File: src/design/lcf_pkg.sv
/*
  Constants, field layouts, codes and time tables for the lock-current
  fault response block. Assumes a 20 MHz core clock and a 32-bit AXI4-Lite bus.
*/
package lcf_pkg;

  // Clock and time base
  localparam int CLK_HZ     = 20_000_000;
  localparam int US_PER_S   = 1_000_000;
  localparam int CYC_PER_US = CLK_HZ / US_PER_S;
  localparam int PRE_W      = 5;
  localparam int TIM_W      = 24;

  // Register byte addresses
  localparam int          ADDR_W        = 8;
  localparam logic [7:0]  ADDR_SETUP    = 8'h00;  // fault_setup_word_one
  localparam logic [7:0]  ADDR_CTRL     = 8'h04;  // fault_control
  localparam logic [7:0]  ADDR_STATUS   = 8'h08;  // fault_status, write one to clear
  localparam logic [7:0]  ADDR_MASK     = 8'h0C;  // fault_irq_mask
  localparam logic [7:0]  ADDR_STATE    = 8'h10;  // fault_state, read only
  localparam logic [31:0] SETUP_RESET   = 32'h0000_0000;

  // Field positions
  localparam int THR_LSB    = 19;  // lock_current_threshold
  localparam int ACT_LSB    = 15;  // lock_current_fault_action
  localparam int DEG_LSB    = 11;  // lock_current_filter_time
  localparam int WAIT_LSB   = 7;   // lock_retry_wait
  localparam int CLR_BIT    = 0;   // fault_control: fault clear, self clearing
  localparam int LIM_LSB    = 4;   // fault_control: retry_attempt_limit
  localparam int FLD_W      = 4;

  // Status and mask bits
  localparam int ST_W       = 3;
  localparam int ST_EVENT   = 0;
  localparam int ST_LATCH   = 1;
  localparam int ST_RETRY   = 2;

  // Action codes
  localparam logic [3:0] ACT_HSB_L  = 4'h2;
  localparam logic [3:0] ACT_LSB_L  = 4'h3;
  localparam logic [3:0] ACT_RTY_LO = 4'h4;
  localparam logic [3:0] ACT_HSB_R  = 4'h6;
  localparam logic [3:0] ACT_LSB_R  = 4'h7;
  localparam logic [3:0] ACT_REPORT = 4'h8;

  // AXI responses
  localparam logic [1:0] RESP_OKAY   = 2'h0;
  localparam logic [1:0] RESP_DECERR = 2'h3;

  typedef enum logic [1:0] {
    GATE_RUN = 2'h0,
    GATE_HIZ = 2'h1,
    GATE_HSB = 2'h2,
    GATE_LSB = 2'h3
  } lcf_gate_type;

  typedef enum logic [3:0] {
    S_RUN    = 4'h1,
    S_RETRY  = 4'h2,
    S_LATCH  = 4'h4,
    S_REPORT = 4'h8
  } lcf_state_type;

  // Filter time in microseconds; codes 0h and 1h fall back to the shortest
  function automatic int deg_us(input logic [3:0] code);
    int t [16] = '{200, 200, 200, 500, 1000, 2500, 5000, 7500, 10000, 25000,
                   50000, 75000, 100000, 200000, 500000, 1000000};
    return t[code];
  endfunction

  // Retry wait in microseconds
  function automatic int wait_us(input logic [3:0] code);
    int t [16] = '{300000, 500000, 1000000, 2000000, 3000000, 4000000, 5000000, 6000000,
                   7000000, 8000000, 9000000, 10000000, 11000000, 12000000, 13000000, 14000000};
    return t[code];
  endfunction

  // Threshold in milliamperes
  function automatic logic [15:0] thr_ma(input logic [3:0] code);
    logic [15:0] t [16] = '{16'h007D, 16'h00FA, 16'h01F4, 16'h03E8, 16'h05DC, 16'h07D0,
                            16'h09C4, 16'h0BB8, 16'h0DAC, 16'h0FA0, 16'h1194, 16'h1388,
                            16'h157C, 16'h1770, 16'h1B58, 16'h1F40};
    return t[code];
  endfunction

  // Power stage state held while a latched or retrying fault is in force
  function automatic lcf_gate_type gate_of(input logic [3:0] act);
    if (act == ACT_HSB_L || act == ACT_HSB_R) begin
      return GATE_HSB;
    end else if (act == ACT_LSB_L || act == ACT_LSB_R) begin
      return GATE_LSB;
    end
    return GATE_HIZ;
  endfunction

endpackage
File: src/design/lcf_core.sv
/*
  Lock-current fault response: deglitch filter, latched, retry, report-only
  and disabled actions, gate command, fault indicator, AXI4-Lite registers and
  interrupt. Assumes the measured current arrives in mA on the core clock.
*/
// Chosen here: the placing of the registers and the AXI4-Lite interface to the registers.
`timescale 1ns/1ps

// Operation
// Action 0h/1h latches fault, indicator, tristate
// Action 2h latches fault, indicator, high-side brake
// Action 3h latches fault, indicator, low-side brake
// Action 4h/5h retry, then latch tristated
// Action 6h retry, then latch high-side brake
// Action 7h retry, then latch low-side brake
// Retries counted, latch beyond programmed limit
// Action 8h only reports, stage unchanged
// Actions 9h-Fh ignore lock-current events
// Action field bits 18-15, reset zero
// Filter time bits 14-11, coded table
// Retry wait coded 300 ms to 14 s
// Threshold coded 0.125 A to 8 A
// Event only after continuous over-threshold time
// Latched fault holds until clear or reset
module lcf_core
  import lcf_pkg::*;
#(
  parameter int TIME_DIV = 1  // Divides every filter and wait time, for simulation
) (
  // Clock, reset, enable
  input  wire logic                aclk,
  input  wire logic                aresetn,
  input  wire logic                ce,
  // AXI4-Lite slave
  input  wire logic [ADDR_W-1:0]   s_axi_awaddr,
  input  wire logic                s_axi_awvalid,
  output logic                     s_axi_awready,
  input  wire logic [31:0]         s_axi_wdata,
  input  wire logic [3:0]          s_axi_wstrb,
  input  wire logic                s_axi_wvalid,
  output logic                     s_axi_wready,
  output logic [1:0]               s_axi_bresp,
  output logic                     s_axi_bvalid,
  input  wire logic                s_axi_bready,
  input  wire logic [ADDR_W-1:0]   s_axi_araddr,
  input  wire logic                s_axi_arvalid,
  output logic                     s_axi_arready,
  output logic [31:0]              s_axi_rdata,
  output logic [1:0]               s_axi_rresp,
  output logic                     s_axi_rvalid,
  input  wire logic                s_axi_rready,
  // Measured phase current, mA
  input  wire logic [15:0]         current_ma,
  // Gate driver command and fault pin
  output lcf_gate_type             gate_cmd,
  output logic                     fault_indicator_pin_n,
  output logic                     irq
);

  // Scales a table time to timer ticks, never below one
  function automatic logic [TIM_W-1:0] ticks(input int us);
    int t;
    t = us / TIME_DIV;
    return (t < 1) ? TIM_W'(1) : TIM_W'(t);
  endfunction

  // Merges byte lanes of a write into a stored word
  function automatic logic [31:0] merge(input logic [31:0] old, input logic [31:0] nw,
                                        input logic [3:0] strb);
    logic [31:0] r;
    r = old;
    for (int i = 0; i < 4; i++) begin
      if (strb[i]) begin
        r[i*8 +: 8] = nw[i*8 +: 8];
      end
    end
    return r;
  endfunction

  // Bus state
  logic                aw_q, aw_d;
  logic                w_q, w_d;
  logic [ADDR_W-1:0]   awaddr_q, awaddr_d;
  logic [31:0]         wdata_q, wdata_d;
  logic [3:0]          wstrb_q, wstrb_d;
  logic                bvalid_q, bvalid_d;
  logic [1:0]          bresp_q, bresp_d;
  logic                rvalid_q, rvalid_d;
  logic [1:0]          rresp_q, rresp_d;
  logic [31:0]         rdata_q, rdata_d;
  logic                wr_go;

  // Register and core state
  logic [31:0]         setup_q, setup_d;
  logic [FLD_W-1:0]    limit_q, limit_d;
  logic [ST_W-1:0]     sts_q, sts_d;
  logic [ST_W-1:0]     mask_q, mask_d;
  lcf_state_type       st_q, st_d;
  logic [3:0]          act_q, act_d;
  logic [FLD_W-1:0]    rcnt_q, rcnt_d;
  logic [TIM_W-1:0]    tim_q, tim_d;
  logic [PRE_W-1:0]    pre_q, pre_d;
  lcf_gate_type        gate_q, gate_d;
  logic                fault_n_q, fault_n_d;
  logic                irq_q, irq_d;

  // Decoded fields and events
  logic [3:0]          mode;
  logic                over;
  logic                us_tick;
  logic                ev;
  logic                clr;
  logic [ST_W-1:0]     set_bits;
  logic [ST_W-1:0]     w1c_bits;
  logic [31:0]         rd_word;

  assign mode    = setup_q[ACT_LSB +: FLD_W];
  assign over    = current_ma > thr_ma(setup_q[THR_LSB +: FLD_W]);
  assign us_tick = pre_q == PRE_W'(CYC_PER_US - 1);

  // Handshakes stall while frozen so no beat is lost
  assign s_axi_awready = ce && !aw_q && !bvalid_q;
  assign s_axi_wready  = ce && !w_q && !bvalid_q;
  assign s_axi_arready = ce && !rvalid_q;
  assign s_axi_bvalid  = bvalid_q;
  assign s_axi_bresp   = bresp_q;
  assign s_axi_rvalid  = rvalid_q;
  assign s_axi_rresp   = rresp_q;
  assign s_axi_rdata   = rdata_q;
  assign gate_cmd              = gate_q;
  assign fault_indicator_pin_n = fault_n_q;
  assign irq                   = irq_q;

  // Read mux; unused bits read as zero, except in the setup word, which reads back every written bit
  always_comb begin
    rd_word = 32'h0000_0000;
    unique case (s_axi_araddr)
      ADDR_SETUP:  rd_word = setup_q;
      ADDR_CTRL:   rd_word[LIM_LSB +: FLD_W] = limit_q;
      ADDR_STATUS: rd_word[ST_W-1:0] = sts_q;
      ADDR_MASK:   rd_word[ST_W-1:0] = mask_q;
      ADDR_STATE:  rd_word = {20'h0_0000, rcnt_q, st_q, 2'(gate_q), 1'b0, fault_n_q};
      default:     rd_word = 32'h0000_0000;
    endcase
  end

  // Bus next state: address and data may come in either order
  always_comb begin
    aw_d     = aw_q;
    w_d      = w_q;
    awaddr_d = awaddr_q;
    wdata_d  = wdata_q;
    wstrb_d  = wstrb_q;
    bvalid_d = bvalid_q;
    bresp_d  = bresp_q;
    rvalid_d = rvalid_q;
    rresp_d  = rresp_q;
    rdata_d  = rdata_q;
    wr_go    = 1'b0;
    if (s_axi_awvalid && s_axi_awready) begin
      aw_d     = 1'b1;
      awaddr_d = s_axi_awaddr;
    end
    if (s_axi_wvalid && s_axi_wready) begin
      w_d     = 1'b1;
      wdata_d = s_axi_wdata;
      wstrb_d = s_axi_wstrb;
    end
    if (aw_q && w_q) begin
      wr_go    = 1'b1;
      aw_d     = 1'b0;
      w_d      = 1'b0;
      bvalid_d = 1'b1;
      bresp_d  = (awaddr_q == ADDR_SETUP || awaddr_q == ADDR_CTRL || awaddr_q == ADDR_STATUS
                  || awaddr_q == ADDR_MASK || awaddr_q == ADDR_STATE) ? RESP_OKAY : RESP_DECERR;
    end
    if (bvalid_q && s_axi_bready) begin
      bvalid_d = 1'b0;
    end
    if (rvalid_q && s_axi_rready) begin
      rvalid_d = 1'b0;
    end
    if (s_axi_arvalid && s_axi_arready) begin
      rvalid_d = 1'b1;
      rdata_d  = rd_word;
      rresp_d  = (rd_word == 32'h0000_0000 && s_axi_araddr > ADDR_STATE) ? RESP_DECERR : RESP_OKAY;
    end
  end

  // Bus registers
  always_ff @(posedge aclk) begin
    if (!aresetn) begin
      aw_q     <= 1'b0;
      w_q      <= 1'b0;
      awaddr_q <= '0;
      wdata_q  <= 32'h0000_0000;
      wstrb_q  <= 4'h0;
      bvalid_q <= 1'b0;
      bresp_q  <= RESP_OKAY;
      rvalid_q <= 1'b0;
      rresp_q  <= RESP_OKAY;
      rdata_q  <= 32'h0000_0000;
    end else if (ce) begin
      aw_q     <= aw_d;
      w_q      <= w_d;
      awaddr_q <= awaddr_d;
      wdata_q  <= wdata_d;
      wstrb_q  <= wstrb_d;
      bvalid_q <= bvalid_d;
      bresp_q  <= bresp_d;
      rvalid_q <= rvalid_d;
      rresp_q  <= rresp_d;
      rdata_q  <= rdata_d;
    end
  end

  // Core next state: registers, filter, fault sequencer, outputs
  always_comb begin
    setup_d  = setup_q;
    limit_d  = limit_q;
    mask_d   = mask_q;
    st_d     = st_q;
    act_d    = act_q;
    rcnt_d   = rcnt_q;
    tim_d    = tim_q;
    pre_d    = us_tick ? PRE_W'(0) : pre_q + PRE_W'(1);
    ev       = 1'b0;
    clr      = 1'b0;
    set_bits = '0;
    w1c_bits = '0;
    if (wr_go) begin
      unique case (awaddr_q)
        ADDR_SETUP:  setup_d = merge(setup_q, wdata_q, wstrb_q);
        ADDR_CTRL: begin
          if (wstrb_q[0]) begin
            limit_d = wdata_q[LIM_LSB +: FLD_W];
            clr     = wdata_q[CLR_BIT];
          end
        end
        ADDR_STATUS: w1c_bits = wstrb_q[0] ? wdata_q[ST_W-1:0] : '0;
        ADDR_MASK:   mask_d = wstrb_q[0] ? wdata_q[ST_W-1:0] : mask_q;
        default: ;
      endcase
    end
    unique case (st_q)
      S_RUN: begin
        // Any dip below threshold restarts the filter
        if (over && mode <= ACT_REPORT) begin
          if (tim_q >= ticks(deg_us(setup_q[DEG_LSB +: FLD_W]))) begin
            ev = 1'b1;
          end else if (us_tick) begin
            tim_d = tim_q + TIM_W'(1);
          end
        end else begin
          tim_d = '0;
        end
        if (ev) begin
          tim_d              = '0;
          act_d              = mode;
          set_bits[ST_EVENT] = 1'b1;
          if (mode == ACT_REPORT) begin
            st_d = S_REPORT;
          end else if (mode < ACT_RTY_LO) begin
            st_d               = S_LATCH;
            set_bits[ST_LATCH] = 1'b1;
          end else if (rcnt_q >= limit_q) begin
            st_d               = S_LATCH;
            set_bits[ST_LATCH] = 1'b1;
          end else begin
            st_d   = S_RETRY;
            rcnt_d = rcnt_q + FLD_W'(1);
          end
        end
      end
      S_RETRY: begin
        if (tim_q >= ticks(wait_us(setup_q[WAIT_LSB +: FLD_W]))) begin
          st_d               = S_RUN;
          tim_d              = '0;
          set_bits[ST_RETRY] = 1'b1;
        end else if (us_tick) begin
          tim_d = tim_q + TIM_W'(1);
        end
      end
      S_LATCH:  st_d = S_LATCH;
      S_REPORT: st_d = S_REPORT;
    endcase
    // Explicit clear releases every fault and the retry budget
    if (clr) begin
      st_d   = S_RUN;
      tim_d  = '0;
      rcnt_d = '0;
    end
    // Set wins over a clear in the same cycle
    sts_d     = (sts_q & ~w1c_bits) | set_bits;
    irq_d     = |(sts_d & mask_d);
    gate_d    = (st_d == S_LATCH || st_d == S_RETRY) ? gate_of(act_d) : GATE_RUN;
    fault_n_d = (st_d == S_RUN);
  end

  // Core registers
  always_ff @(posedge aclk) begin
    if (!aresetn) begin
      setup_q   <= SETUP_RESET;
      limit_q   <= '0;
      sts_q     <= '0;
      mask_q    <= '0;
      st_q      <= S_RUN;
      act_q     <= 4'h0;
      rcnt_q    <= '0;
      tim_q     <= '0;
      pre_q     <= '0;
      gate_q    <= GATE_RUN;
      fault_n_q <= 1'b1;
      irq_q     <= 1'b0;
    end else if (ce) begin
      setup_q   <= setup_d;
      limit_q   <= limit_d;
      sts_q     <= sts_d;
      mask_q    <= mask_d;
      st_q      <= st_d;
      act_q     <= act_d;
      rcnt_q    <= rcnt_d;
      tim_q     <= tim_d;
      pre_q     <= pre_d;
      gate_q    <= gate_d;
      fault_n_q <= fault_n_d;
      irq_q     <= irq_d;
    end
  end
endmodule  // lcf_core

File: config.mk
export PLATFORM = sky130hd
export DESIGN_NAME = lcf_core
export DESIGN_NICKNAME = d
export VERILOG_FILES = /design/src/design/lcf_pkg.sv /design/src/design/lcf_core.sv
export SDC_FILE = /design/constraint.sdc
export NUM_CORES = 1
export LEC_CHECK = 0
export BUFFER_PORTS_ARGS = -buffer_cell sky130_fd_sc_hd__buf_4
export CAP_MARGIN = 0
export CORE_MARGIN = 4
export CORE_UTILIZATION = 55
export DETAILED_ROUTE_END_ITERATION = 6
export PLACE_DENSITY = 0.76
export SLEW_MARGIN = 15
export SYNTH_ARGS = -nofsm -noshare
export SYNTH_HDL_FRONTEND = slang
export SYNTH_SLANG_ARGS = --single-unit
File: constraint.sdc
create_clock -name aclk -period 9.1 [get_ports aclk]
set_clock_uncertainty 0.05 [all_clocks]
set_input_delay 0.91 -clock aclk [delete_from_list [all_inputs] [get_ports aclk]]
set_output_delay 0.91 -clock aclk [all_outputs]
set_load 0.1 [all_outputs]
==> load_flow_metrics.sql <==
INSERT INTO impl_metrics (metric_group, metric, value, unit) VALUES
('worst_setup_path', 'ff2ff_setup_slack', '4.96', 'ns'),
('worst_setup_path', 'timing.critical_path.to_type', 'flop', ''),
('layout', 'multiInputGateArea', '5944', 'µm²'),
('floorplanning', 'die_area', '19800', 'µm²'),
('worst_setup_path', 'data_required_time_of_the_critical_path', '9.38', 'ns'),
('cts', 'post-cts-setup-buffer-count', '0', ''),
('floorplanning', 'die-width', '140.7', 'µm'),
('grt', 'wire_length_of_the_first_global_routing_pass', '39190', 'µm'),
('layout', 'register_area', '3363', 'µm²'),
('layout', 'num_antenna_cells', '0', ''),
('cts', 'clkSlewWorstSetupHoldPaths', '0.07', 'ns'),
('layout', 'layout.cells.most_common_list', 'sky130_fd_sc_hd__nand2_1 (208), sky130_fd_sc_hd__dfxtp_1 (168), sky130_fd_sc_hd__buf_4 (128)', ''),
('grt', 'maximum_number_of_pins_on_one_net_before_global_route_repair', '83', ''),
('worst_setup_path', 'worst-path-max-fanout', '21', ''),
('grt', 'grt_pass1_vias', '8154', ''),
('timing', 'max_slew_margin', '32.37', '%'),
('timing', 'rsz0062_at_grt', 'false', ''),
('grt', 'grt_antenna_before_repair', '0', ''),
('cts', 'post_cts.resized_instances', '0', ''),
('job', 'drv.max_cap_violation_count', '0', ''),
('cts', 'maximum_clock_insertion_buffer_count', '2', ''),
('floorplanning', 'io_pins', '121', ''),
('worst_setup_path', 'path_common_cell', 'sky130_fd_sc_hd__mux2i_1', ''),
('floorplanning', 'die_height', '140.7', 'µm'),
('synth', 'syn-instance-count', '1164', ''),
('timing', 'final-setup-viol-count', '0', ''),
('route', 'drcViolationCount', '9', ''),
('route', 'vias', '8420', ''),
('layout', 'filler_cell_count', '1482', ''),
('timing', 'timing.final.max_slew_violations', '0', ''),
('synth', 'postSynthAreaPerCell', '8.324', 'µm²'),
('synth', 'synth_top_cells_by_area', 'sky130_fd_sc_hd__dfxtp_1 (35%), sky130_fd_sc_hd__ha_1 (11%), sky130_fd_sc_hd__nand2_1 (8.1%)', ''),
('cts', 'insertion_delay_of_the_later_clocked_pin_in_the_worst_skew_pair', '0.44', 'ns'),
('pwr', 'pwr_density_cell', '147.6', 'nW/µm²'),
('synth', 'synth_warnings', '0', ''),
('route', 'count_of_nets_left_with_antenna_violations_after_detail_routing', '0', ''),
('synth', 'netlist-cell-type-count', '74', ''),
('route', 'via_per_inst', '5.689', ''),
('timing', 'final.min_clock_period', '4.135', 'ns'),
('grt', 'track_usage', '23.78', '%'),
('timing', 'max_freq', '241.8', 'MHz'),
('timing', 'hold_viol_final', '0', ''),
('outcome', 'violations', 'DRC', ''),
('worst_setup_path', 'critPathLaunchType', 'flop', ''),
('cts', 'cts_hold_buf', '0', ''),
('synth', 'mappedNetlistArea', '9689', 'µm²'),
('route', 'dr.first_iter.drc_count', '493', ''),
('synth', 'synth_largest_type_area_fraction', '34.71', '%'),
('timing', 'aggregate_negative_setup_slack', '0', 'ns'),
('worst_setup_path', 'timing_worst_setup_path_type', 'reg -> reg', ''),
('synth', 'post-synth-top-area-cell', 'sky130_fd_sc_hd__dfxtp_1', ''),
('layout', 'area_growth_syn_to_layout', '16.44', '%'),
('hold_path', 'holdCritPathClass', 'reg -> reg', ''),
('worst_setup_path', 'r2r_start', 'setup_q[13]', ''),
('worst_setup_path', 'worst_r2r_path_depth', '13', ''),
('floorplanning', 'core-area', '17300', 'µm²'),
('hold_path', 'min_delay_worst_endpoint', 'wdata_q[13]', ''),
('floorplanning', 'initial_utilization', '56.02', '%'),
('timing', 'worst_slew_pin_slew', '1.011', 'ns'),
('floorplanning', 'placement_rows', '48', ''),
('worst_setup_path', 'critPathArrivalTime', '4.41', 'ns'),
('place', 'pre_cts_slack', '5.006', 'ns'),
('layout', 'post_route_cells_drive_above_1_share', '14.50', '%'),
('pwr', 'power.ir.vdd_worst', '0.0001346', 'V'),
('place', 'port_buffer_count', '120', ''),
('worst_setup_path', 'critical_path.cell_chain', 'clkinv_1 > mux2i_1 > nand2b_1 > ha_1 > nand4_1 > nor4_1 > o21ai_0 > a41oi_1 > nor2b_4 > mux2i_1 > a311oi_1 > nor3b_1 > a32o_1', ''),
('outcome', 'status', 'finished, violations left', ''),
('synth', 'postSynth.topFlopCell', 'sky130_fd_sc_hd__dfxtp_1', ''),
('place', 'gp_congestion', '0.9198', ''),
('hold_path', 'hp-start', 'wdata_q[13]', ''),
('layout', 'most_common_cell_after_layout_fill_and_taps_aside', 'sky130_fd_sc_hd__nand2_1', '');
-- worst reg2reg max path, cell delays in order (launching register included) --
cell and delay [ns]:
sky130_fd_sc_hd__dfxtp_1 0.74, sky130_fd_sc_hd__clkinv_1 0.42, sky130_fd_sc_hd__mux2i_1 0.19, sky130_fd_sc_hd__nand2b_1 0.15, sky130_fd_sc_hd__ha_1 0.33, sky130_fd_sc_hd__nand4_1 0.12, sky130_fd_sc_hd__nor4_1 0.30, sky130_fd_sc_hd__o21ai_0 0.16
sky130_fd_sc_hd__a41oi_1 0.33, sky130_fd_sc_hd__nor2b_4 0.31, sky130_fd_sc_hd__mux2i_1 0.10, sky130_fd_sc_hd__a311oi_1 0.43, sky130_fd_sc_hd__nor3b_1 0.13, sky130_fd_sc_hd__a32o_1 0.27
-- per-layer routing --
| metal | GRT usage [%] | wire length (µm) | vias up |
|---|---|---|---|
| met5 | 0 | 0 | - |
| met3 | 5.427 | 1285 | 47 |
| met2 | 38.18 | 10950 | 228 |
| li1 | - | - | 4243 |
| met4 | 7.802 | 458 | 0 |
| met1 | 31.77 | 10950 | 3902 |
-- power by group --
part	internal (mW)	total, mW	switching (mW)
sequential	0.750	0.762	0.0113
combinational	0.0550	0.151	0.0962
clock	0.401	0.752	0.352
total	1.21	1.66	0.459
-- layout make-up --
type                            count  share of cell area [%]
Tap cell                          225                   2.495
Timing Repair Buffer              128                   8.517
Clock buffer                       17                   3.771
Sequential cell                   168                   29.81
Inverter                           27                  0.8983
Clock inverter                     15                   1.819
Multi-Input combinational cell    900                   52.69
-- sequential cells by signal, summed over array words and instances (netlist names), 5 cells and up --
name         flops
s_axi_rdata     32
wdata_q         32
setup_q         32
awaddr_q         8
pre_q            5
tim_q           24
-- worst max-delay path by stage --
| stage | start | endpoint | slack, ns | cells past startpoint |
|---|---|---|---|---|
| 2_1_floorplan | ce | s_axi_rdata[4] | 5.54 | 7 |
| 3_3_place_gp | setup_q[13] | fault_indicator_pin_n | 5.09 | 13 |
| 3_5_place_dp | setup_q[13] | fault_indicator_pin_n | 5.01 | 13 |
| 4_1_cts | setup_q[13] | fault_indicator_pin_n | 5.00 | 13 |
| 5_1_grt | setup_q[13] | fault_indicator_pin_n | 4.56 | 13 |
| 6_report | setup_q[13] | gate_cmd[1] | 4.96 | 13 |
-- cell families after synthesis --
| kind of cell | share of synthesized area [%] |
|---|---|
| AND/OR/NAND/NOR | 24.24 |
| flip-flops | 34.71 |
| XOR/XNOR | 1.808 |
| other | 0.03870 |
| buffers and inverters | 3.990 |
| AO/OA/AOI/OAI | 17.99 |
| adder cells (fa/ha/maj) | 11.49 |
| multiplexers | 5.733 |
-- stage by stage --
stage               hold WS [ns]  instances  instance area (µm²)  total power, mW  util [%]
global route              0.4364       1480                11280            1.720     65.23
CTS                       0.4183       1480                11280            1.676     65.23
detailed placement        0.4085       1448                10650           0.9297     61.58
global placement          0.4011       1448                10650           0.9279     61.58
finish                    0.4153       1480                11280            1.665     65.23
floorplan                 0.3928       1165                 9693           0.8758         -
-- cells in the mapped netlist (all sizes together) (2+ instances only) --
master / instances
nand2: 208
dfxtp: 168
ha: 89
a21boi: 77
nor2: 60
nor2b: 59
clkbuf: 57
mux2i: 51
o21ai: 51
a21oi: 46
nand3: 45
inv: 26
nor3: 17
xnor2: 14
buf: 13
nor4: 13
o211a: 12
and3: 11
nand4: 11
a22oi: 10
and2: 9
nor3b: 9
or3: 9
a221oi: 7
nand2b: 7
a211oi: 6
a21o: 6
a31oi: 6
o211ai: 6
xor2: 6
o21a: 5
and4: 4
mux2: 4
or4: 4
nor4b: 3
o31ai: 3
or2: 3
a2bb2oi: 2
a311oi: 2
a31o: 2
a32o: 2
and3b: 2
nand3b: 2
(Power assumes the default switching activity.)
